### config.mk
export PLATFORM = sky130hd
export DESIGN_NAME = dmr_mode_regs
export DESIGN_NICKNAME = d
export VERILOG_FILES = /design/src/design/dmr_setpoint_copy.v /design/src/design/dmr_settle_timer.v /design/src/design/dmr_mode_regs.v
export VERILOG_INCLUDE_DIRS = /design/src /design/src/design
export SDC_FILE = /design/constraint.sdc
export NUM_CORES = 1
export LEC_CHECK = 0
export BUFFER_PORTS_ARGS = -buffer_cell sky130_fd_sc_hd__buf_2
export CAP_MARGIN = 20
export CORE_MARGIN = 1.5
export CORE_UTILIZATION = 30
export DETAILED_ROUTE_END_ITERATION = 16
export GPL_ROUTABILITY_DRIVEN = 0
export GPL_TIMING_DRIVEN = 0
export PLACE_DENSITY = 0.54
export SLEW_MARGIN = 20
export SYNTH_ARGS = -nofsm -noshare
export SYNTH_HDL_FRONTEND = slang
export SYNTH_SLANG_ARGS = --single-unit
### constraint.sdc
create_clock -name clk_sys -period 6.9 [get_ports clk_sys]
set_input_delay 0.69 -clock clk_sys [delete_from_list [all_inputs] [get_ports clk_sys]]
set_output_delay 0.69 -clock clk_sys [all_outputs]
set_load 0.02 [all_outputs]
### src/design/dmr_defs.vh
// Constants for the mode register bank at addresses 07h to 0Ch
`ifndef DMR_DEFS_VH
`define DMR_DEFS_VH

`define DMR_ADDR_REVISION 6'h07
`define DMR_ADDR_CONFIG 6'h08
`define DMR_ADDR_TEST 6'h09
`define DMR_ADDR_CALRST 6'h0A
`define DMR_ADDR_TERM 6'h0B
`define DMR_ADDR_CAREF 6'h0C

// Arbitrary revision code, no meaning beyond this model
`define DMR_REVISION_CODE 8'h5A
`define DMR_TYPE_S16 2'h0
`define DMR_DENSITY_8GB 4'h4
`define DMR_WIDTH_X16 2'h0
`define DMR_WIDTH_X8 2'h1

`define DMR_TERM_RSVD 3'h7
`define DMR_TERM_RESET 3'h0
`define DMR_TERM_DQ_LSB 0
`define DMR_TERM_CA_LSB 4
`define DMR_LEVEL_MAX 6'h32
`define DMR_CAREF_RESET 8'h4D
`define DMR_LEVEL_RESET 6'h0D
`define DMR_RANGE_BIT 6
`define DMR_VARIANT_BIT 7

// Settle wait: base plus per-code step, in ns, converted at 100 ns per cycle
`define DMR_CLK_NS 100
`define DMR_SETTLE_BASE_NS 200
`define DMR_SETTLE_STEP_NS 100
`define DMR_SETTLE_BASE_CYC ((`DMR_SETTLE_BASE_NS + `DMR_CLK_NS - 1) / `DMR_CLK_NS)
`define DMR_SETTLE_STEP_CYC ((`DMR_SETTLE_STEP_NS + `DMR_CLK_NS - 1) / `DMR_CLK_NS)

`endif

### src/design/dmr_setpoint_copy.v
// One pair of set point copies with write and active selection
`timescale 1ns/1ns
`default_nettype none
module dmr_setpoint_copy #(
    parameter W = 8,
    parameter [W-1:0] RESET_VAL = {W{1'b0}}
) (
    input wire clk_sys, // System clock
    input wire rst, // Synchronous reset, high
    input wire wrEn, // Write strobe for this field
    input wire [W-1:0] wrData, // Value to store
    input wire wrSel, // Write set point select
    input wire actSel, // Active set point select
    output wire [W-1:0] wrView, // Copy picked by write select
    output wire [W-1:0] actView // Copy used by operation
);
    reg [W-1:0] copy0_ff;
    reg [W-1:0] copy1_ff;

    always @(posedge clk_sys) begin
        if (rst) begin
            copy0_ff <= RESET_VAL;
            copy1_ff <= RESET_VAL;
        end else if (wrEn) begin
            if (wrSel) begin
                copy1_ff <= wrData;
            end else begin
                copy0_ff <= wrData;
            end
        end
    end

    assign wrView = wrSel ? copy1_ff : copy0_ff;
    // Inactive copy never reaches operation, so it may be prepared ahead
    assign actView = actSel ? copy1_ff : copy0_ff;
endmodule // dmr_setpoint_copy
`default_nettype wire

### src/design/dmr_settle_timer.v
// Reference settle timer, wait grows with step size
`timescale 1ns/1ns
`default_nettype none
`include "dmr_defs.vh"
module dmr_settle_timer (
    input wire clk_sys, // System clock
    input wire rst, // Synchronous reset, high
    input wire start, // Active level changed
    input wire [5:0] oldLevel, // Level before change
    input wire [5:0] newLevel, // Level after change
    output wire settling // High while level settles
);
    reg [7:0] count_ff;
    reg [7:0] nxt_count;
    wire [5:0] stepSize;
    // Base wait kept as an integer, then trimmed to the counter width on purpose
    localparam integer BASE_CYC_INT = `DMR_SETTLE_BASE_CYC;
    localparam [7:0] BASE_CYC = BASE_CYC_INT[7:0];

    assign stepSize = (newLevel > oldLevel) ? (newLevel - oldLevel) : (oldLevel - newLevel);

    always @* begin
        nxt_count = count_ff;
        if (start) begin
            nxt_count = BASE_CYC + {2'h0, stepSize};
        end else if (count_ff != 8'h00) begin
            nxt_count = count_ff - 8'h01;
        end
    end

    always @(posedge clk_sys) begin
        if (rst) begin
            count_ff <= 8'h00;
        end else begin
            count_ff <= nxt_count;
        end
    end

    assign settling = (count_ff != 8'h00);
endmodule // dmr_settle_timer
`default_nettype wire

### src/design/dmr_mode_regs.v
// Mode register bank for addresses 07h to 0Ch of one channel
`timescale 1ns/1ns
`default_nettype none
`include "dmr_defs.vh"
module dmr_mode_regs (
    input wire clk_sys, // System clock, 10 MHz
    input wire rst, // Synchronous reset, high
    input wire modeWrite, // Mode register write command pulse
    input wire modeRead, // Mode register read command pulse
    input wire [5:0] modeRegAddr, // Mode register address
    input wire [7:0] operandBits, // Write operand
    input wire writeSetpointSelect, // Selects copies reached by access
    input wire activeSetpointSelect, // Selects copies used by operation
    input wire calPinGrounded, // Calibration pin strapped to ground
    input wire byteModeX8, // Device runs in eight-bit byte mode
    output reg [7:0] readData, // Read data on data lines 7:0
    output reg readValid, // Read data valid pulse
    output reg impedanceCalReset, // Reset calibration to default pulse
    output wire calDefaultMode, // Calibration held at default values
    output wire [2:0] dataTerminationSel, // Active data termination
    output wire [2:0] cmdTerminationSel, // Active command termination
    output wire [5:0] caReferenceLevel, // Active reference level
    output wire caReferenceRange, // Active reference range
    output wire commandTrainingVariant, // Effective training variant
    output wire caRefSettling, // Reference level still settling
    output reg [7:0] vendorTest // Last test register value
);
    // ----------------------------------------------------------------
    // Decode
    // ----------------------------------------------------------------
    wire wrTerm;
    wire wrCaRef;
    wire wrCal;
    wire wrTest;
    wire [2:0] dqField;
    wire [2:0] caField;
    wire [7:0] caRefWrCopy;
    wire [7:0] caRefActive;
    wire [7:0] caRefMerged;
    wire [7:0] configValue;
    reg [7:0] nxt_readData;
    reg [5:0] prevLevel_ff;

    assign wrTerm = modeWrite && (modeRegAddr == `DMR_ADDR_TERM);
    assign wrCaRef = modeWrite && (modeRegAddr == `DMR_ADDR_CAREF);
    assign wrCal = modeWrite && (modeRegAddr == `DMR_ADDR_CALRST);
    assign wrTest = modeWrite && (modeRegAddr == `DMR_ADDR_TEST);

    // ----------------------------------------------------------------
    // Termination copies
    // ----------------------------------------------------------------
    // Reserved code is dropped: the stored copy keeps its old value
    assign dqField = operandBits[`DMR_TERM_DQ_LSB +: 3];
    assign caField = operandBits[`DMR_TERM_CA_LSB +: 3];

    dmr_setpoint_copy #(.W(3), .RESET_VAL(`DMR_TERM_RESET)) uDqTerm (
        .clk_sys(clk_sys),
        .rst(rst),
        .wrEn(wrTerm && (dqField != `DMR_TERM_RSVD)),
        .wrData(dqField),
        .wrSel(writeSetpointSelect),
        .actSel(activeSetpointSelect),
        .wrView(), // Write-only field, never read back
        .actView(dataTerminationSel)
    );

    dmr_setpoint_copy #(.W(3), .RESET_VAL(`DMR_TERM_RESET)) uCaTerm (
        .clk_sys(clk_sys),
        .rst(rst),
        .wrEn(wrTerm && (caField != `DMR_TERM_RSVD)),
        .wrData(caField),
        .wrSel(writeSetpointSelect),
        .actSel(activeSetpointSelect),
        .wrView(), // Write-only field, never read back
        .actView(cmdTerminationSel)
    );

    // ----------------------------------------------------------------
    // Reference register copies
    // ----------------------------------------------------------------
    // A reserved level code keeps the old level but range and variant still update
    assign caRefMerged = {operandBits[`DMR_VARIANT_BIT], operandBits[`DMR_RANGE_BIT],
        (operandBits[5:0] > `DMR_LEVEL_MAX) ? caRefWrCopy[5:0] : operandBits[5:0]};

    dmr_setpoint_copy #(.W(8), .RESET_VAL(`DMR_CAREF_RESET)) uCaRef (
        .clk_sys(clk_sys),
        .rst(rst),
        .wrEn(wrCaRef),
        .wrData(caRefMerged),
        .wrSel(writeSetpointSelect),
        .actSel(activeSetpointSelect),
        .wrView(caRefWrCopy),
        .actView(caRefActive)
    );

    assign caReferenceLevel = caRefActive[5:0];
    assign caReferenceRange = caRefActive[`DMR_RANGE_BIT];
    // Variant two only has meaning on an x8 device
    assign commandTrainingVariant = caRefActive[`DMR_VARIANT_BIT] & byteModeX8;

    // Settle timing follows the active level, whichever way it changed
    always @(posedge clk_sys) begin
        if (rst) begin
            prevLevel_ff <= `DMR_LEVEL_RESET;
        end else begin
            prevLevel_ff <= caRefActive[5:0];
        end
    end

    dmr_settle_timer uSettle (
        .clk_sys(clk_sys),
        .rst(rst),
        .start(prevLevel_ff != caRefActive[5:0]),
        .oldLevel(prevLevel_ff),
        .newLevel(caRefActive[5:0]),
        .settling(caRefSettling)
    );

    // ----------------------------------------------------------------
    // Calibration reset and test register
    // ----------------------------------------------------------------
    assign calDefaultMode = calPinGrounded;

    always @(posedge clk_sys) begin
        if (rst) begin
            impedanceCalReset <= 1'b0;
            vendorTest <= 8'h00;
        end else begin
            // Grounded pin: the command is dropped, default values already apply
            impedanceCalReset <= wrCal && operandBits[0] && !calPinGrounded;
            if (wrTest) begin
                vendorTest <= operandBits;
            end
        end
    end

    // ----------------------------------------------------------------
    // Read path
    // ----------------------------------------------------------------
    assign configValue = {(byteModeX8 ? `DMR_WIDTH_X8 : `DMR_WIDTH_X16),
        `DMR_DENSITY_8GB,
        `DMR_TYPE_S16};

    always @* begin
        nxt_readData = 8'h00;
        case (modeRegAddr)
            `DMR_ADDR_REVISION: nxt_readData = `DMR_REVISION_CODE;
            `DMR_ADDR_CONFIG: nxt_readData = configValue;
            `DMR_ADDR_CAREF: nxt_readData = caRefWrCopy;
            default: nxt_readData = 8'h00; // Write-only and unmapped read as zero
        endcase
    end

    always @(posedge clk_sys) begin
        if (rst) begin
            readData <= 8'h00;
            readValid <= 1'b0;
        end else begin
            readValid <= modeRead;
            if (modeRead) begin
                readData <= nxt_readData;
            end
        end
    end

endmodule // dmr_mode_regs
`default_nettype wire

# == Word-level counts from Yosys, hierarchy flattened ==
# Index checks and enable logic that the tools add are counted.
# totals
wordCells,56
reg_bits,60
# classes
n_reduce_logical,17
bitwise_logic,2
n_mux,10
add_sub_neg,4
magnitude_cmp,2
n_eq_ne,9
# op_table
operator,count
8-bit 2-to-1 mux,4
"6-bit by 4-bit equality test with 1-bit output, second input constant",5
8-bit one-hot mux with 3 select lines,1
6-bit 2-to-1 mux,2
2-bit AND reduction,6
6-bit subtractor,2
1-bit logical AND,8
8-bit nonzero test,1
"8-bit by 1-bit subtractor with 8-bit output, second input constant",1
"2-bit by 6-bit adder with 7-bit output, first input constant",1
"6-bit by 3-bit equality test with 1-bit output, second input constant",1
6-bit > comparator,1
"6-bit > comparator, second input constant",1
3-bit 2-to-1 mux,2
"3-bit != test, second input constant",2
6-bit != test,1
2-bit nonzero test,1
1-bit bitwise AND,1
1-bit logical NOT,1
1-bit 2-to-1 mux,1
1-bit inverter,1

# == Logic depth before layout (Yosys ltp) ==
# logic_depth
depth_word,5
depth_mapped,14

# == Hierarchy ==
# Synthesis repeated with hierarchy kept, for this count alone.
# hier_totals
hier_cells,390
hier_area_um2,3678.5
# by_module_without_submodules
mod,cells_per_inst,area_per_inst_um2,n_inst
dmr_mode_regs,120,1164.9,1
dmr_settle_timer,129,1017.2,1
dmr_setpoint_copy (uCaRef),83,858.3,1
dmr_setpoint_copy (uCaTerm ...),29,319.1,2

# == Worst setup path after synthesis ==
# No wires, ideal clock.
# synth_timing
path_kind,in2reg
startpoint,input port activeSetpointSelect
endpoint,register uSettle.count_ff[5]
cell_stages,14
t_arrival_ps,3852
slack_ps,2911
required_ps,6763
cell_sequence,clkbuf_1 buf_1 mux2i_1 inv_1 fa_1 a21oi_2 o211a_1 nor2_2 mux2i_1 xnor2_1 ha_1 o311ai_0 o211ai_1 o311ai_1
# synth_between
elab_chain_cells,5
# synth_rtl
element,line_no,rtl
from (decl),dmr_mode_regs.v:13,"input wire activeSetpointSelect,"
8-bit 2-to-1 mux (*),dmr_setpoint_copy.v:35,assign actView = actSel ? copy1_ff : copy0_ff;
via caReferenceLevel[1],dmr_mode_regs.v:22,"output wire [5:0] caReferenceLevel,"
6-bit subtractor / 6-bit > comparator (equally long branches),dmr_settle_timer.v:20,assign stepSize = (newLevel > oldLevel) ? (newLevel - oldLevel) : (oldLevel - newLevel);
6-bit 2-to-1 mux,dmr_settle_timer.v:20,
2-bit by 6-bit adder with 7-bit output,dmr_settle_timer.v:25,"nxt_count = BASE_CYC + {2'h0, stepSize};"
8-bit 2-to-1 mux,dmr_settle_timer.v:24,if (start) begin
to (signal assigned),dmr_settle_timer.v:35,count_ff <= nxt_count;
to (decl),dmr_settle_timer.v:13,reg [7:0] count_ff;
# Mark *: on every way through the listed nets, which the timed path passes. The rest lies on a longest branch.
# A chain may end at the register's enable or synchronous reset.

# == Final worst setup path ==
# layout_timing
startpoint,input port activeSetpointSelect
endpoint,register uSettle.count_ff[5]
# layout_between
elab_chain_cells,5
# layout_rtl
element,line_no
8-bit 2-to-1 mux (*),dmr_setpoint_copy.v:35
6-bit subtractor / 6-bit > comparator (equally long branches),dmr_settle_timer.v:20
6-bit 2-to-1 mux,dmr_settle_timer.v:20
2-bit by 6-bit adder with 7-bit output,dmr_settle_timer.v:25
8-bit 2-to-1 mux,dmr_settle_timer.v:24
# Mark *: on every way between the ends. The rest lies on a longest branch, timed or not.

==> results by group <==
Cells and area
  – Core Util, Final: between 30% and 40%
  – # diodes: 0
  – Layout area overhead: 18.9%
  – Layout cells sized above 1: 23.2%
  – Nets: 480
  – Final instance area: 4010 um2
  – FILL cells: 1139

Worst setup path
  – Worst Path Arrival: between 4000 and 5000 ps
  – Startpoint Class: input pin
  – Cell mode on critical path: mux2i_1
  – Crit-path leading delay family: buffers and inverters
  – Crit Path Class: in -> reg
  – Crit path max fanout: 10
  – Worst Path Required: 7120 ps
  – Crit path capture type: flip-flop
  – CP Buf/Inv Count: 3
  – Cell chain of the critical path: clkbuf_1, buf_1, mux2i_1, inv_1, fa_1, a21oi_2, o211a_1, nor2_2, mux2i_1, xnor2_1, ha_1, o311ai_0, o211ai_1, o311ai_1
  – Max stage delay on crit path: 600 ps
  – Slowest CP cell: buf_1

Timing
  – RSZ-0062 raised after global routing: no
  – Max-Slew Margin vs Limit: 42.1%
  – Setup_tns: 0 ps
  – Final hold vios: 0
  – Final period util: 61.2%
  – Max Clock Skew: 11.1 ps
  – Slew @ Worst Pin: 860 ps
  – Final setup viols: 0
  – Fmax achieved: 237 MHz
  – Final Critical Period: 4220 ps
  – Fin. max-slew vios: 0

Die
  – Die height: 109 um
  – DIE AREA: 11900 um2
  – Site row count: 38
  – Boundary Pins: 56
  – Initial Utilization: 30.9%
  – Die Wd: 109 um
  – Floorplan Core Area: ~11000 um2

Drt
  – Drc violations: 0
  – DRT Wirelength: 8720 um
  – DRT Pass-1 Iters: 4
  – Via density: 5.03
  – DRT antenna net count: 0
  – DRT iter0 DRCs: between 100 and 150
  – Routed via count: 2958
  – Avg WL per Cell: 14.8 um

Power and ir drop
  – Clk pwr share: 37.0%
  – P_int: 0.614 mW
  – Leakage dissipation: approximately 1.8 nW
  – PwrDens: 219 nW/um2
  – Sequential power share: 43.3%
  – Combinational Power Share: 19.7%
  – Total chip power: 0.876 mW
  – Switch share: 29.9%
  – Psw: 0.262 mW
  – VDD IR max: 0.141 mV

Clocking
  – Cts hold-fix bufs: 0
  – Clk root buf: clkbuf_8
  – Resize count post-CTS: 0
  – # clock sinks: 60
  – Worst-path clk slew: 70 ps
  – Maximum buffer depth of the clock tree: 2
  – Worst skew pair latency: about 350 ps
  – CTS buffer count: 9
  – CTS tree: yes
  – H-tree Lvls: 3
  – Postcts setup bufs: 0

Synth
  – EDFF count, synth: 0
  – Syn nets: between 400 and 500
  – Syn Area/Cell: between 8 and 9 um2
  – Asr flop ratio synth: 0%
  – Post-Synthesis Cell Area: 3370 um2
  – Sequential-to-total area share from yosys stat: 35.6%
  – Post-synth cell types: 63
  – Syn Inst Count: 380
  – Dominant synthesized flop cell: dfxtp_1
  – Register bit count reported by yosys: 60
  – Yosys warns: 0

Outcome
  – Outcome: finished, final reports clean

Global routing
  – Antenna violations before repair: 0
  – Vias in the first global route: approximately 3000
  – Largest net degree at the start of global routing: 12
  – All-Layer GR Usage: 16.0%
  – Total global routing overflow: 0
  – First-pass GRT wire length: 14600 um

Placement
  – DP HPWL: between 6000 and 7000 um
  – Placed Area: approximately 3800 um2
  – # port buffers: 52

Min path
  – Hold Path Class: reg -> reg

Run
  – Max_cap viols: 0
[metrics by stage]
stage                     worst slack, ps  cells  hold slack [ps]
final                                2680    588              463
after global routing                 2360    588              476
after CTS                            2610    588              461
after detailed placement             2220    572              451
after global placement               2300    572              448
after floorplan                      2910    380              434
[layout by cell type, fill, tap and decap left out, types with 3 or more instances in the layout]
master and n:
and2_1 3, a211oi_1 5, xnor2_1 4, mux2i_1 36, a211o_1 7, nor2_1 49
nor2b_1 5, mux2_2 15, nand2b_1 5, clkbuf_8 10, nor3_1 9, ha_1 13
buf_1 3, o21ai_0 7, nand3b_1 3, nand2_1 21, a21oi_1 23, clkbuf_1 10
nand4_1 4, nand3_1 16, buf_2 56, o211ai_1 3, xor2_1 4, inv_1 22
a21o_1 4, dfxtp_1 60
[power by group through the flow]
stage               logic (mW)  registers [mW]  clock network [mW]
floorplan                0.131           0.385                   0
global placement         0.171           0.387                   0
detailed placement       0.173           0.387                   0
CTS                      0.175           0.379               0.332
global route             0.197           0.382               0.348
finish                   0.172           0.379               0.324
[registers in the layout, summed over array words and instances (netlist names)]
signal / count
uDqTerm.copy1_ff: 3
readValid: 1
uSettle.count_ff: 8
prevLevel_ff: 6
readData: 8
uCaRef.copy0_ff: 8
uCaTerm.copy1_ff: 3
uCaTerm.copy0_ff: 3
uCaRef.copy1_ff: 8
impedanceCalReset: 1
vendorTest: 8
uDqTerm.copy0_ff: 3
[routing by layer]
| metal | up-vias | routed length [um] | track usage, % |
|---|---|---|---|
| li1 | 1476 | - | - |
| met1 | 1410 | 4090 | 19.7 |
| met2 | 57 | 4120 | 26.7 |
| met3 | 15 | 330 | 3.11 |
| met4 | 0 | 180 | 7.24 |
| met5 | - | 0 | 0 |
[worst register-to-register path, cell delays in order, from the launching register on]
cell	delay [ps]
dfxtp_1	330
mux2i_1	360
inv_1	190
fa_1	520
a21oi_2	260
o211a_1	230
nor2_2	100
mux2i_1	220
xnor2_1	140
ha_1	220
o311ai_0	190
o211ai_1	220
o311ai_1	110
[area by class of cell]
cell class              count  area [um2]  share of cell area (%)
repair buffers             52         260                    6.50
well taps                 140         175                    4.37
clock buffers              10         138                    3.44
flip-flops and latches     60        1200                    30.0
plain buffers              19        83.8                    2.09
clock inverters             6        63.8                    1.59
multi-input cells         279        2000                    50.0
inverters                  22        82.6                    2.06
[worst paths after layout]
kind / cells past startpoint / startpoint / to / slack, ps
worst min-delay path: 2 / uCaTerm.copy0_ff[0]$_SDFFE_PP0P_ / uCaTerm.copy0_ff[0]$_SDFFE_PP0P_ / 460
worst min register to register: 2 / uCaTerm.copy0_ff[0]$_SDFFE_PP0P_ / uCaTerm.copy0_ff[0]$_SDFFE_PP0P_ / 460
worst max register to register: 12 / uCaRef.copy1_ff[1]$_SDFFE_PP0P_ / uSettle.count_ff[5]$_SDFFE_PP0P_ / 3680
worst max-delay path: 14 / activeSetpointSelect / uSettle.count_ff[5]$_SDFFE_PP0P_ / 2680
[kinds of logic (layout without fill, tap and decap cells)]
kind of cell / count (synthesis) / count (layout) / share of synthesized area [%]
AND/OR/NAND/NOR: 132 / 132 / 19.2
AO/OA/AOI/OAI: 73 / 73 / 16.4
flip-flops: 60 / 60 / 35.6
multiplexers: 51 / 51 / 15.7
buffers and inverters: 41 / 109 / 4.94
adder cells (fa/ha/maj): 15 / 15 / 6.02
XOR/XNOR: 8 / 8 / 2.08
[synth_stat cells, types with 5 or more instances]
cell	number	share of area (%)
a211oi_1	5	1.1
mux2_2	15	5.0
a211o_1	7	1.8
inv_1	22	2.5
nor2_1	49	5.5
nand2b_1	5	0.93
nand3_1	16	2.4
nand2_1	21	2.3
nor3_1	9	1.3
dfxtp_1	60	36
clkbuf_1	10	1.1
o21ai_0	7	1.0
nor2b_1	5	0.93
a21oi_1	23	3.4
ha_1	13	4.8
mux2i_1	36	11
Note: power is estimated with default switching activity, not from simulation.
